$ cat config.mk
export PLATFORM = sky130hd
export DESIGN_NAME = stdc_diversion_ctrl
export DESIGN_NICKNAME = d
export VERILOG_FILES = /design/src/include/stdc_pkg.sv /design/src/design/stdc_timer.sv /design/src/design/stdc_fifo.sv /design/src/design/stdc_diversion_ctrl.sv
export SDC_FILE = /design/constraint.sdc
export NUM_CORES = 1
export LEC_CHECK = 0
export BUFFER_PORTS_ARGS = -buffer_cell sky130_fd_sc_hd__buf_2
export CAP_MARGIN = 25
export CORE_ASPECT_RATIO = 1.75
export CORE_MARGIN = 8
export CORE_UTILIZATION = 61
export DETAILED_ROUTE_END_ITERATION = 10
export GPL_TIMING_DRIVEN = 0
export PLACE_DENSITY_LB_ADDON = 0.08
export SYNTH_ARGS = -nofsm -noshare
export SYNTH_HDL_FRONTEND = slang
export SYNTH_HIERARCHICAL = 1
export SYNTH_SLANG_ARGS = --single-unit
$ cat constraint.sdc
create_clock -name core_clk -period 5 [get_ports core_clk]
set_input_delay 1 -clock core_clk [delete_from_list [all_inputs] [get_ports core_clk]]
set_output_delay 1 -clock core_clk [all_outputs]
set_load 0.02 [all_outputs]
$ cat src/include/stdc_pkg.sv
/*
  Shared constants and types for the signalling traffic diversion controller.
  Assumes a single 200 MHz core clock; all protocol timers count a 1 ms tick.
*/
package stdc_pkg;

  // Clock and timer base
  localparam int CLK_MHZ = 200;
  localparam int TICK_US = 1000;
  localparam int TICK_CYC = TICK_US * CLK_MHZ;
  localparam int TICKS_W = 16;

  // Protocol times in milliseconds, each one second
  localparam int DIVERSION_HOLD_MS = 1000;
  localparam int FIRST_ACK_MS = 1000;
  localparam int SECOND_ACK_MS = 1000;
  localparam int REROUTING_HOLD_MS = 1000;

  // Same times as tick counts
  localparam logic [TICKS_W-1:0] DIVERSION_HOLD_TICKS = TICKS_W'(DIVERSION_HOLD_MS * 1000 / TICK_US);
  localparam logic [TICKS_W-1:0] FIRST_ACK_TICKS = TICKS_W'(FIRST_ACK_MS * 1000 / TICK_US);
  localparam logic [TICKS_W-1:0] SECOND_ACK_TICKS = TICKS_W'(SECOND_ACK_MS * 1000 / TICK_US);
  localparam logic [TICKS_W-1:0] REROUTING_HOLD_TICKS = TICKS_W'(REROUTING_HOLD_MS * 1000 / TICK_US);

  // Defaults of structure and values after reset
  localparam int MSG_W = 32;
  localparam int BUF_DEPTH = 16;
  localparam int CODE_W = 4;
  localparam logic [CODE_W-1:0] CODE_RST = 4'h0;
  localparam logic PATH_NORMAL = 1'b0;
  localparam logic PATH_ALT = 1'b1;

  typedef enum logic [2:0] {
    ST_IDLE,
    ST_CB_HOLD,
    ST_CB_WAIT1,
    ST_CB_WAIT2,
    ST_FR_SEEK,
    ST_BLOCKED,
    ST_CR_HOLD,
    ST_DRAIN
  } stdc_state_t;

endpackage

$ cat src/design/stdc_timer.sv
/*
  Prescaled one-shot protocol timer.
  Assumes start is a one-cycle pulse; a new start restarts the count.
*/
`timescale 1ns/1ps
`default_nettype none

module stdc_timer #(
  parameter int TICK_CYC = stdc_pkg::TICK_CYC,
  parameter int TICKS_W = stdc_pkg::TICKS_W
) (
  // Clock and reset
  input wire logic core_clk,
  input wire logic rstn,
  // Control
  input wire logic start,
  input wire logic [TICKS_W-1:0] ticks,
  // Result
  output logic expire
);

  localparam int PRE_W = (TICK_CYC > 1) ? $clog2(TICK_CYC) : 1;

  if (TICK_CYC < 1 || TICKS_W < 1) begin : g_chk
    $error("stdc_timer: tick period and count width must be positive");
  end

  logic [PRE_W-1:0] pre, next_pre;
  logic [TICKS_W-1:0] remain, next_remain;
  logic active, next_active, next_expire;

  ////////////////////////////////////////////////////////////////////////////////
  // Prescaler restarts with the timer so every period is exact
  always_comb begin
    next_pre = pre;
    next_remain = remain;
    next_active = active;
    next_expire = 1'b0;
    if (start) begin
      next_pre = '0;
      next_remain = ticks;
      next_active = (ticks != '0);
      next_expire = (ticks == '0);
    end else if (active) begin
      if (pre == PRE_W'(TICK_CYC - 1)) begin
        next_pre = '0;
        next_remain = remain - 1'b1;
        if (remain == TICKS_W'(1)) begin
          next_active = 1'b0;
          next_expire = 1'b1;
        end
      end else begin
        next_pre = pre + 1'b1;
      end
    end
  end

  always_ff @(posedge core_clk or negedge rstn) begin
    if (!rstn) begin
      pre <= '0;
      remain <= '0;
      active <= 1'b0;
      expire <= 1'b0;
    end else begin
      pre <= next_pre;
      remain <= next_remain;
      active <= next_active;
      expire <= next_expire;
    end
  end

endmodule

`default_nettype wire

$ cat src/design/stdc_fifo.sv
/*
  Order-preserving diversion buffer.
  Assumes the writer honours inReady and the reader honours outValid.
*/
`timescale 1ns/1ps
`default_nettype none

module stdc_fifo #(
  parameter int WIDTH = stdc_pkg::MSG_W,
  parameter int DEPTH = stdc_pkg::BUF_DEPTH
) (
  // Clock and reset
  input wire logic core_clk,
  input wire logic rstn,
  // Fill side
  input wire logic inValid,
  output logic inReady,
  input wire logic [WIDTH-1:0] inData,
  // Drain side
  output logic outValid,
  input wire logic outReady,
  output logic [WIDTH-1:0] outData,
  // Fill level
  output logic [$clog2(DEPTH+1)-1:0] count
);

  localparam int PTR_W = $clog2(DEPTH);
  localparam int CNT_W = $clog2(DEPTH + 1);

  if (DEPTH < 2 || (DEPTH & (DEPTH - 1)) != 0 || WIDTH < 1) begin : g_chk
    $error("stdc_fifo: depth must be a power of two of at least 2");
  end

  logic [WIDTH-1:0] mem [DEPTH];
  logic [PTR_W-1:0] wrPtr, next_wrPtr, rdPtr, next_rdPtr;
  logic [CNT_W-1:0] next_count;
  logic push, pop;

  ////////////////////////////////////////////////////////////////////////////////
  // First in, first out: messages leave in arrival order
  always_comb begin
    inReady = (count != CNT_W'(DEPTH));
    outValid = (count != '0);
    outData = mem[rdPtr];
    push = inValid && inReady;
    pop = outReady && outValid;
    next_wrPtr = push ? wrPtr + 1'b1 : wrPtr;
    next_rdPtr = pop ? rdPtr + 1'b1 : rdPtr;
    next_count = count + CNT_W'(push) - CNT_W'(pop);
  end

  always_ff @(posedge core_clk) begin
    if (push) begin
      mem[wrPtr] <= inData;
    end
  end

  always_ff @(posedge core_clk or negedge rstn) begin
    if (!rstn) begin
      wrPtr <= '0;
      rdPtr <= '0;
      count <= '0;
    end else begin
      wrPtr <= next_wrPtr;
      rdPtr <= next_rdPtr;
      count <= next_count;
    end
  end

endmodule

`default_nettype wire

$ cat src/design/stdc_diversion_ctrl.sv
/*
  Traffic diversion controller for one affected traffic flow of a signalling point:
  time-controlled and acknowledged changeback, forced and controlled rerouting.
  Assumes event inputs are one-cycle pulses synchronous to core_clk, and that the
  outgoing link accepts one message per cycle.
*/
// Functional notes
// - Unreachable far end uses time-controlled changeback.
// - Hold diverted traffic one second, then reopen.
// - Unanswered declaration completes through acknowledgement timeouts.
// - Transfer-prohibited ignored during running changeback.
// - Unexpected changeback acknowledgement is ignored.
// - Late declaration answered with acknowledgement only.
// - First timeout resends declaration, starts second timer.
// - Second timeout alerts maintenance, starts traffic.
// - Acknowledgement code selects the declaration it answers.
// - Transfer-prohibited starts forced rerouting.
// - Stop affected traffic, queue in buffer.
// - Restart on alternative route, buffer first.
// - Send transfer-prohibited to neighbours when required.
// - No traffic: find route, maybe transfer-prohibited.
// - No alternative route: destination inaccessible.
// - Transfer-allowed starts controlled rerouting.
// - Stop, queue, start one-second rerouting hold.
// - Send prohibited on new, allowed on alternative.
// - Hold expiry restarts on new route, buffer first.
// - No traffic: just note route usable.
// - Inaccessible destination becomes accessible again.
// - Unblock, resume users, perform transfer-allowed at once.
// - Acknowledgement returns the declaration's own code.
`timescale 1ns/1ps
`default_nettype none

module stdc_diversion_ctrl #(
  parameter int MSG_W = stdc_pkg::MSG_W,
  parameter int BUF_DEPTH = stdc_pkg::BUF_DEPTH,
  parameter int CODE_W = stdc_pkg::CODE_W,
  parameter int TICK_CYC = stdc_pkg::TICK_CYC
) (
  // Clock and reset
  input wire logic core_clk,
  input wire logic rstn,
  // Network status
  input wire logic linkRestored,
  input wire logic farEndReachable,
  input wire logic trafficDiverted,
  input wire logic tfpNeeded,
  // Received network management
  input wire logic tfpRx,
  input wire logic tfaRx,
  input wire logic cbDeclRx,
  input wire logic [CODE_W-1:0] cbDeclRxCode,
  input wire logic cbAckRx,
  input wire logic [CODE_W-1:0] cbAckRxCode,
  // Route determination
  input wire logic altRouteFound,
  input wire logic altRouteNone,
  // Traffic in
  input wire logic msgValid,
  output logic msgReady,
  input wire logic [MSG_W-1:0] msgData,
  // Traffic out
  output logic txValid,
  output logic [MSG_W-1:0] txData,
  output logic txAlt,
  // Sent network management
  output logic cbDeclTx,
  output logic [CODE_W-1:0] cbDeclCode,
  output logic cbAckTx,
  output logic [CODE_W-1:0] cbAckCode,
  output logic tfpTx,
  output logic tfaTx,
  // Status toward maintenance and user parts
  output logic maintAlert,
  output logic destAccessible,
  output logic userResume,
  output logic routeUsable
);

  localparam int CNT_W = $clog2(BUF_DEPTH + 1);

  if (CODE_W < 1 || MSG_W < 1) begin : g_chk
    $error("stdc_diversion_ctrl: code and message widths must be positive");
  end

  function automatic logic holding(input stdc_pkg::stdc_state_t s);
    holding = (s != stdc_pkg::ST_IDLE) && (s != stdc_pkg::ST_DRAIN);
  endfunction

  stdc_pkg::stdc_state_t state, next_state;
  logic next_txAlt, next_destAccessible;
  logic next_cbDeclTx, next_cbAckTx, next_tfpTx, next_tfaTx;
  logic next_maintAlert, next_userResume, next_routeUsable;
  logic [CODE_W-1:0] next_cbDeclCode, next_cbAckCode;
  logic tmrStart, tmrExpire;
  logic [stdc_pkg::TICKS_W-1:0] tmrTicks;

  logic next_msgReady, next_txValid;
  logic [MSG_W-1:0] next_txData;
  logic accepted, push, pop, fifoInReady, fifoOutValid;
  logic [MSG_W-1:0] fifoData;
  logic [CNT_W-1:0] fifoCount, countNext;

  ////////////////////////////////////////////////////////////////////////////////
  // One timer serves changeback and controlled rerouting; only one procedure runs at a time

  stdc_timer #(
    .TICK_CYC(TICK_CYC),
    .TICKS_W(stdc_pkg::TICKS_W)
  ) u_timer (
    .core_clk(core_clk),
    .rstn(rstn),
    .start(tmrStart),
    .ticks(tmrTicks),
    .expire(tmrExpire)
  );

  stdc_fifo #(
    .WIDTH(MSG_W),
    .DEPTH(BUF_DEPTH)
  ) u_buf (
    .core_clk(core_clk),
    .rstn(rstn),
    .inValid(push),
    .inReady(fifoInReady),
    .inData(msgData),
    .outValid(fifoOutValid),
    .outReady(pop),
    .outData(fifoData),
    .count(fifoCount)
  );

  ////////////////////////////////////////////////////////////////////////////////
  // Procedure sequencing

  always_comb begin
    next_state = state;
    next_txAlt = txAlt;
    next_destAccessible = destAccessible;
    next_cbDeclTx = 1'b0;
    next_cbDeclCode = cbDeclCode;
    next_tfpTx = 1'b0;
    next_tfaTx = 1'b0;
    next_maintAlert = 1'b0;
    next_userResume = 1'b0;
    next_routeUsable = 1'b0;
    tmrStart = 1'b0;
    tmrTicks = '0;
    // Answered in any state, echoing the received code
    next_cbAckTx = cbDeclRx;
    next_cbAckCode = cbDeclRx ? cbDeclRxCode : cbAckCode;
    unique case (state)
      stdc_pkg::ST_IDLE: begin
        // Acknowledgements without a pending declaration fall through here
        if (linkRestored && trafficDiverted) begin
          tmrStart = 1'b1;
          if (!farEndReachable) begin
            tmrTicks = stdc_pkg::DIVERSION_HOLD_TICKS;
            next_state = stdc_pkg::ST_CB_HOLD;
          end else begin
            // A fresh code per changeback tells answers apart; the resent declaration keeps it
            next_cbDeclCode = cbDeclCode + 1'b1;
            next_cbDeclTx = 1'b1;
            tmrTicks = stdc_pkg::FIRST_ACK_TICKS;
            next_state = stdc_pkg::ST_CB_WAIT1;
          end
        end else if (tfpRx) begin
          next_tfpTx = tfpNeeded;
          next_state = stdc_pkg::ST_FR_SEEK;
        end else if (tfaRx) begin
          if (trafficDiverted && txAlt == stdc_pkg::PATH_ALT) begin
            tmrStart = 1'b1;
            tmrTicks = stdc_pkg::REROUTING_HOLD_TICKS;
            next_tfpTx = 1'b1;
            next_tfaTx = 1'b1;
            next_state = stdc_pkg::ST_CR_HOLD;
          end else begin
            next_txAlt = stdc_pkg::PATH_NORMAL;
            next_routeUsable = 1'b1;
          end
        end
      end
      stdc_pkg::ST_CB_HOLD: begin
        // Transfer-prohibited is not looked at while changeback runs
        if (tmrExpire) begin
          next_txAlt = stdc_pkg::PATH_NORMAL;
          next_state = stdc_pkg::ST_DRAIN;
        end
      end
      stdc_pkg::ST_CB_WAIT1: begin
        if (cbAckRx && cbAckRxCode == cbDeclCode) begin
          next_txAlt = stdc_pkg::PATH_NORMAL;
          next_state = stdc_pkg::ST_DRAIN;
        end else if (tmrExpire) begin
          next_cbDeclTx = 1'b1;
          tmrStart = 1'b1;
          tmrTicks = stdc_pkg::SECOND_ACK_TICKS;
          next_state = stdc_pkg::ST_CB_WAIT2;
        end
      end
      stdc_pkg::ST_CB_WAIT2: begin
        if (cbAckRx && cbAckRxCode == cbDeclCode) begin
          next_txAlt = stdc_pkg::PATH_NORMAL;
          next_state = stdc_pkg::ST_DRAIN;
        end else if (tmrExpire) begin
          next_maintAlert = 1'b1;
          next_txAlt = stdc_pkg::PATH_NORMAL;
          next_state = stdc_pkg::ST_DRAIN;
        end
      end
      stdc_pkg::ST_FR_SEEK: begin
        if (altRouteFound) begin
          next_txAlt = stdc_pkg::PATH_ALT;
          next_state = stdc_pkg::ST_DRAIN;
        end else if (altRouteNone) begin
          next_destAccessible = 1'b0;
          next_state = stdc_pkg::ST_BLOCKED;
        end
      end
      stdc_pkg::ST_BLOCKED: begin
        // Queued traffic waits here until the route returns
        if (tfaRx) begin
          next_destAccessible = 1'b1;
          next_userResume = 1'b1;
          next_tfaTx = 1'b1;
          next_txAlt = stdc_pkg::PATH_NORMAL;
          next_state = stdc_pkg::ST_DRAIN;
        end
      end
      stdc_pkg::ST_CR_HOLD: begin
        if (tmrExpire) begin
          next_txAlt = stdc_pkg::PATH_NORMAL;
          next_state = stdc_pkg::ST_DRAIN;
        end
      end
      stdc_pkg::ST_DRAIN: begin
        if (countNext == '0) begin
          next_state = stdc_pkg::ST_IDLE;
        end
      end
    endcase
  end

  always_ff @(posedge core_clk or negedge rstn) begin
    if (!rstn) begin
      state <= stdc_pkg::ST_IDLE;
      txAlt <= stdc_pkg::PATH_NORMAL;
      destAccessible <= 1'b1;
      cbDeclTx <= 1'b0;
      cbDeclCode <= stdc_pkg::CODE_RST;
      cbAckTx <= 1'b0;
      cbAckCode <= stdc_pkg::CODE_RST;
      tfpTx <= 1'b0;
      tfaTx <= 1'b0;
      maintAlert <= 1'b0;
      userResume <= 1'b0;
      routeUsable <= 1'b0;
    end else begin
      state <= next_state;
      txAlt <= next_txAlt;
      destAccessible <= next_destAccessible;
      cbDeclTx <= next_cbDeclTx;
      cbDeclCode <= next_cbDeclCode;
      cbAckTx <= next_cbAckTx;
      cbAckCode <= next_cbAckCode;
      tfpTx <= next_tfpTx;
      tfaTx <= next_tfaTx;
      maintAlert <= next_maintAlert;
      userResume <= next_userResume;
      routeUsable <= next_routeUsable;
    end
  end

  ////////////////////////////////////////////////////////////////////////////////
  // Traffic path: pass through, queue while stopped, drain queue first

  always_comb begin
    accepted = msgValid && msgReady;
    push = accepted && holding(state) && fifoInReady;
    pop = (state == stdc_pkg::ST_DRAIN) && fifoOutValid;
    countNext = fifoCount + CNT_W'(push) - CNT_W'(pop);
    next_txValid = pop || (accepted && state == stdc_pkg::ST_IDLE);
    next_txData = pop ? fifoData : msgData;
    // New traffic is held off until the queue is empty
    if (holding(next_state)) begin
      next_msgReady = (countNext < CNT_W'(BUF_DEPTH));
    end else begin
      next_msgReady = (next_state == stdc_pkg::ST_IDLE);
    end
  end

  always_ff @(posedge core_clk or negedge rstn) begin
    if (!rstn) begin
      msgReady <= 1'b0;
      txValid <= 1'b0;
      txData <= '0;
    end else begin
      msgReady <= next_msgReady;
      txValid <= next_txValid;
      txData <= next_txData;
    end
  end

endmodule

`default_nettype wire

==> metrics.md, run 1 <==
| Metric | Value |
|---|---|
| Fin crit share | 77.3% |
| Number of buffers added on ports | 103 |
| Setup WS post-layout | approximately 1.1 ns |
| Unrepaired setup endpoints after global routing | no |
| Place WS | between 1 and 1.5 ns |
| FF+latch count, synth | 615 |
| RR Startpoint | u_buf/count[3] |
| Cell area after synthesis | 25000 µm² |
| Die area | 47900 µm² |
| IO Pins | 104 |
| Reg2reg setup slack | 1.13 ns |
| Ant diodes | 0 |
| Yosys top cell area share | 61.6% |
| Root Buffer | clkbuf_16 |
| Yosys cell types | 72 |
| Fin. Hold Viols | 0 |
| Crit Path Max Fanout | 10 |
| FMAX | 259 MHz |
| Slew Viols, Final | 0 |
| Chip width | around 170 µm |
| Core area | 40600 µm² |
| # resized after CTS | 0 |
| Final min period | 3.87 ns |
| Slowest CP cell | or4b_4 |
| Dpl cell area | 26900 µm² |
| Async set-reset flop share out of synthesis | 16.7% |
| DRT Wirelength | 58200 µm |
| FP Rows | 98 |
| Layout Skew | approximately 0.013 ns |
| Setup bufs post-CTS | 0 |
| Reg2Reg Depth | 14 |
| CP peak stage delay | 0.48 ns |
| Most frequent cells after synthesis | 512 x edfxtp_1, 128 x mux2i_1, 102 x dfrtp_1 |
| Crit end category | flip-flop |
| RR Endpoint | msgReady |
| Dominant cell type by area after synthesis | edfxtp_1 |
| First-pass GRT wire length | 89200 µm |
| Setup crit start kind | flip-flop |
| Worst-Margin Slew | between 1 and 1.5 ns |
| Static Leak | 10.3 nW |
| Remaining Overflow, GRT | 0 |
| Syn Area/Cell | 17.3 µm² |
| Clock Pin Slew Worst Setup and Hold Paths | 0.07 ns |
| Initial core utilization | 61.5% |
| Ranking of synthesized cells by area | edfxtp_1 62%, dfrtp_1 10%, mux4_2 5.8%, mux2i_1 5.1%, a221oi_1 2.3% |
| CTS buffer count | 53 |
| Data arrival, critical path | between 4 and 5 ns |
| Worst VDD drop | 0.373 mV |
| Number of synthesized flops with an enable pin | about 500 |
| Most frequent cell after synthesis | edfxtp_1 |
| Outcome | completed |
| Layout area overhead | 15.1% |
| Max_slew headroom | 29.0% |
| Final #Nets | 1719 |
| Sequential cell area fraction in the yosys report | 71.9% |
| Capture point of the worst path | msgReady |
| Critical path origin | u_buf/count[3] |
| Post-DP HPWL | 38700 µm |
| Pwr dens | 551 nW/µm² |
| Pin count of the biggest net entering global routing | 82 |
| Finished Cell Area | between 20000 and 30000 µm² |
| Skew-Pair Late Insertion Delay | between 0.5 and 0.6 ns |
| Final setup violation count | 0 |
| Cell breakdown of the critical path | inv_1 > ha_1 > or4b_4 > nand2_2 > buf_2 > or2_1 > nand2_1 > ha_1 > fa_1 > a21o_1 > a21oi_1 > xnor2_1 > a311o_1 > nor3b_1 |
| Clock tree sinks | 615 |
| DR iter-0 viols | about 1300 |
| Vias/cell | 6.26 |
| DR DRC count | 0 |
| Max-Cap Viols | 0 |
| Total iterations of the first detailed-routing run | 5 |
| TNS Setup | 0 ns |
| Crit-path leading delay family | simple AND/OR/NAND/NOR gates |
| Primary FF master, synth | edfxtp_1 |
| Vias in the first global route | 14900 |
| Ys Warns | 6 |
| Kind of critical path | reg -> reg |
| Fraction of layout cells with a size suffix above 1 | around 22% |
| Vias | 14000 |
| Critical Path Stages | 14 |
| CP bufs+invs | 2 |
| CP dominant cell by count | ha_1 |
| CTS Hold Buffers Added | 0 |
| Gpl congestion | 0.816 |
| Critical Path RT | 5.47 ns |
| CTS tree | yes |
| Worst Hold Class | in -> async |
| CTS Buffer Depth | 3 |
| GR Util All Layers | 24.7% |
| H-tree depth | 2 |
| Die Height | 284 µm |
| Mapped Cells | approximately 1400 |
| Antenna Nets Post-Route | 0 |
| Util after Layout | between 70% and 80% |
| Routed WL per cell | 26.0 µm |
| Antenna violations before repair | 2 |
through the flow:
stage | hold WS, ns | power (mW) | instances
floorplan | 0.497 | 9.88 | 1458
global placement | 0.486 | 11.3 | 2111
detailed placement | 0.491 | 11.6 | 2140
CTS | 0.268 | 15.9 | 2240
global route | 0.277 | 16.6 | 2240
finish | 0.277 | 15.8 | 2240
placed cells by master (no fill, tap or decap), types with 32 or more instances in the layout:
cell type  synthesis  routed
dfrtp_1          102     102
nor2_1            47      35
mux4_2            64      64
clkbuf_16          0      55
nand2_1           60      60
clkbuf_1          28      34
o21ai_0           45      45
edfxtp_1         512     512
a221oi_1          65      65
mux2i_1          128     128
a22oi_1           32      32
buf_6             15      32
buf_2             26     128
state kept, by name, indices dropped and copies added, names as in the netlist:
signal          cells
maintAlert          1
txData             32
txValid             1
tfaTx               1
txAlt               1
cbAckTx             1
tfpTx               1
msgReady            1
u_buf/count         5
u_buf/wrPtr         4
cbDeclTx            1
u_timer/expire      1
u_buf/rdPtr         4
routeUsable         1
cbAckCode           4
destAccessible      1
u_timer/remain     16
state               3
u_buf/mem         512
userResume          1
u_timer/pre        18
u_timer/active      1
cbDeclCode          4
cells by family (layout without fill, tap and decap cells):
logic type	after synthesis	in the layout	synth area share [%]
and+or+nand+nor	220	220	4.69
buffers and inverters	103	335	2.22
muxes	230	230	12.6
adders and majority gates	21	21	1.11
other	1	19	0.0150
DFF	615	615	71.9
xor gates and xnor gates	31	31	1.09
AOI/OAI and AO/OA	219	219	6.33
power breakdown:
part           total [mW]  switching, mW  internal [mW]
Sequential           6.31          0.265           6.04
Combinational        5.13           3.07           2.06
Clock                4.38           1.82           2.56
final cells by class:
class	count	area, µm²
sequential	615	18000
fill	2584	11800
multi-input combinational	740	6640
clock buffer	70	1520
timing repair buffer	132	1010
tap	550	688
buffer	76	453
clock inverter	30	369
inverter	27	101
worst min path at each step:
stage                    start              end  slack (ns)
5_1_grt                   rstn     cbAckCode[0]        0.28
6_report                  rstn     cbAckCode[0]        0.28
4_1_cts                   rstn     cbAckCode[0]        0.27
3_3_place_gp      cbAckCode[2]     cbAckCode[2]        0.49
3_5_place_dp      cbAckCode[2]     cbAckCode[2]        0.49
2_1_floorplan  u_timer/pre[11]  u_timer/pre[11]        0.50
routing by layer:
layer  vias up  GRT usage, %  share of wire (%)
li1       6176             -                  -
met1      7302          27.8                 36
met2       429          46.6                 56
met3       122          3.24                4.4
met4         4          8.76                3.4
met5         -             0              0.038
Note: power is estimated with default switching activity, not from simulation.
==> run 2, diff against run 1 <==
--- a/config.mk
+++ b/config.mk
@@ -5,11 +5,12 @@
 export SDC_FILE = /design/constraint.sdc
 export NUM_CORES = 1
 export LEC_CHECK = 0
+export ABC_AREA = 1
 export BUFFER_PORTS_ARGS = -buffer_cell sky130_fd_sc_hd__buf_2
 export CAP_MARGIN = 25
 export CORE_ASPECT_RATIO = 1.75
 export CORE_MARGIN = 8
-export CORE_UTILIZATION = 61
+export CORE_UTILIZATION = 62
 export DETAILED_ROUTE_END_ITERATION = 10
 export GPL_TIMING_DRIVEN = 0
 export PLACE_DENSITY_LB_ADDON = 0.08
==> constraint.sdc (replaced) <==
create_clock -name core_clk -period 3.9 [get_ports core_clk]
set_input_delay 0.78 -clock core_clk [delete_from_list [all_inputs] [get_ports core_clk]]
set_output_delay 0.78 -clock core_clk [all_outputs]
set_load 0.02 [all_outputs]
==> run 2 against run 1 <==
  * First-iteration DRC count grew 22%
  * Clock power up 20%
  * Total power is 33% higher
  * Utilization is 0.068 points lower
  * Synthesized cell count is 93% higher
  * Die area increased by 6.3%
  * Flip-flop and latch count stayed put
  * Largest power group unchanged
  * Global-route usage up 3.0 points
  * Count of clock-buffer cells in the layout down 9
  * Cell area rose by 6.7%
  * Final cell count is 60% higher
==> metrics.md, run 2 <==
| Metric | Value |
|---|---|
| TNS Setup | 0 ns |
| Final #Nets | 3042 |
| Final setup violation count | 0 |
| Chip width | 174 µm |
| Primary FF master, synth | edfxtp_1 |
| CP peak stage delay | 0.42 ns |
| Cell area after synthesis | 27100 µm² |
| GR Util All Layers | 27.7% |
| FF+latch count, synth | 615 |
| Layout Skew | around 0.024 ns |
| Outcome | completed |
| Final min period | 3.64 ns |
| Remaining Overflow, GRT | 0 |
| Crit end category | flip-flop |
| Dpl cell area | approximately 29000 µm² |
| Antenna violations before repair | 0 |
| Pin count of the biggest net entering global routing | 82 |
| Initial core utilization | 62.6% |
| Number of buffers added on ports | 103 |
| Setup crit start kind | flip-flop |
| Yosys cell types | 40 |
| Core area | 43300 µm² |
| Cells after DPL | 3481 |
| Ranking of synthesized cells by area | edfxtp_1 57%, nand2_1 15%, dfrtp_1 9.4%, nand3_1 4.4%, nor2_1 3.9% |
| Synth Area in Compound Gates | 1.21% |
| Layout area overhead | 13.1% |
| Busiest grt layer | met2 |
| Worst VDD drop | between 0.4 and 0.5 mV |
| Largest family of logic cells by synthesized area | simple AND/OR/NAND/NOR gates |
| H-tree depth | 2 |
| FMAX | ~270 MHz |
| Most frequent cells after synthesis | 1087 x nand2_1, 512 x edfxtp_1, 281 x nor2_1 |
| Crit Path Max Fanout | 15 |
| Vias | 19700 |
| Util after Layout | 70.8% |
| Die area | 51000 µm² |
| Yosys top cell area share | 56.7% |
| Grt met3 use | 4.02% |
| Worst Hold Class | in -> async |
| Finished Cell Area | 30700 µm² |
| Syn Area/Cell | 9.76 µm² |
| Critical Path RT | roughly 4.4 ns |
| Largest Register | u_buf/mem |
| Routed WL per cell | 19.8 µm |
| Fraction of layout cells with a size suffix above 1 | between 10% and 20% |
| CTS tree | yes |
| Crit-path leading delay family | adder cells |
| Number of synthesized flops with an enable pin | between 500 and 600 |
| Async set-reset flop share out of synthesis | about 17% |
| Fin. Hold Viols | 0 |
| Ys Warns | 6 |
| Vias in the first global route | 20200 |
| Post-Layout Cell Count | 3578 |
| Kind of critical path | reg -> reg |
| Vias/cell | approximately 5.5 |
| DR iter-0 viols | 1598 |
| DRT Wirelength | around 71000 µm |
| Gpl congestion | 0.866 |
| Dominant cell type by area after synthesis | edfxtp_1 |
| First-pass GRT wire length | approximately 110000 µm |
| Slew Viols, Final | 0 |
| Unrepaired setup endpoints after global routing | no |
| GRT met2 Usage | 50.8% |
| CTS Buffer Depth | 3 |
| FP Rows | 101 |
| Root Buffer | clkbuf_16 |
| Cell breakdown of the critical path | inv_1 > ha_1 > nand4_1 > nand2_2 > inv_2 > nand2_1 > inv_2 > ha_1 > inv_1 > ha_1 > inv_1 > fa_1 > o21ai_0 > nand2_1 > nand3b_1 > nand2_1 |
| Most frequent cell after synthesis | nand2_1 |
| Most common cell after layout, fill and taps aside | nand2_1 |
| Clock tree sinks | between 600 and 700 |
| Simple-gate share of the synthesized area | 24.8% |
| Biggest regs | u_buf/mem x512, txData x32, u_timer/pre x18 |
| CP bufs+invs | 5 |
| Mapped Cells | 2778 |
| Total iterations of the first detailed-routing run | 8 |
| Skew-Pair Late Insertion Delay | 0.59 ns |
| Worst-Margin Slew | a little under 1 ns |
| Post-DP HPWL | roughly 48000 µm |
| Pwr dens | ~680 nW/µm² |
| Max-Cap Viols | 0 |
| Setup bufs post-CTS | 0 |
| Slowest CP cell | fa_1 |
| Fin crit share | 93.3% |
| Clock Pin Slew Worst Setup and Hold Paths | 0.07 ns |
| Commonest cells after routing, fill and taps aside | 1087 x nand2_1, 512 x edfxtp_1, 270 x inv_1, 265 x nor2_1, 238 x nand3_1 |
| Antenna Nets Post-Route | 0 |
| Critical path origin | u_buf/count[2] |
| Met1 Use GR | around 28% |
| Die Height | 293 µm |
| Area share of fa/ha/maj cells after synthesis | 1.02% |
| Max reg flops | around 510 |
| Max_slew headroom | 35.9% |
| Static Leak | 13.4 nW |
| IO Pins | 104 |
| Data arrival, critical path | between 4 and 5 ns |
| Ant diodes | 0 |
| Post-synthesis mux area share | 0.166% |
| DR DRC count | 0 |
| Sequential cell area fraction in the yosys report | 66.2% |
| Post-Synth XOR/XNOR Area | less than 1% |
| CTS buffer count | 52 |
| RR Startpoint | u_buf/count[2] |
## run 2: cells by family after synthesis
kind of cell    after synthesis
fa+ha+maj                    21
buf+inv                     397
xor+xnor                     19
compound gates               56
mux                           4
flops                       615
simple gates               1665
other cells                   1
## run 2: path summary, 6_finish.rpt
kind,endpoint,slack (ns),depth (start not counted)
worst min register to register,cbAckCode[0],0.50,1
max in group asynchronous,txData[22],3.10,2
worst max-delay path,u_buf/count[4],0.26,16
worst max register to register,u_buf/count[4],0.26,16
min in group core_clk,cbAckTx,0.39,1
worst min-delay path,u_buf/count[2],0.06,1
## run 2: layer usage
layer | part of all wire, % | routed length (µm)
met1 | 34 | 24200
met5 | 0 | 0
met4 | 7.4 | 5260
met3 | 6.1 | 4310
met2 | 52 | 37000
## run 2: layout make-up
type,instances,area (µm²)
Buffer,110,548
Clock inverter,37,359
Sequential cell,615,18000
Fill cell,3124,12700
Inverter,286,1080
Tap cell,566,708
Clock buffer,61,1390
Multi-Input combinational cell,1783,7720
Timing Repair Buffer,120,915
## run 2: worst register-to-register path, stage by stage, from the launching register on
cell      delay (ns)
dfrtp_1         0.41
inv_1           0.09
ha_1            0.22
nand4_1         0.21
nand2_2         0.23
inv_2           0.40
nand2_1         0.28
inv_2           0.23
ha_1            0.26
inv_1           0.05
ha_1            0.17
inv_1           0.07
fa_1            0.42
o21ai_0         0.21
nand2_1         0.12
nand3b_1        0.11
nand2_1         0.06
## run 2: metrics by stage
step	power (mW)	setup slack (ns)	hold slack, ns
finish	21.0	0.260	0.0608
global route	22.1	0.0780	0.0654
CTS	21.0	0.0966	0.0542
detailed placement	15.7	0.123	0.491
global placement	15.4	-1.19	0.483
floorplan	13.0	0.657	0.471
## run 2: timing repair
item	4_1_cts	5_1_grt
hold buffers	0	0
gates resized for setup	0	3
setup endpoints to repair	0	2
## run 2: power by group
group	internal, mW	total (mW)	leakage, nW	switching [mW]
sequential	7.75	8.12	5.88	0.373
clock	2.96	5.27	0.853	2.31
combinational	2.16	7.60	6.67	5.44
total	12.9	21.0	13.4	8.12
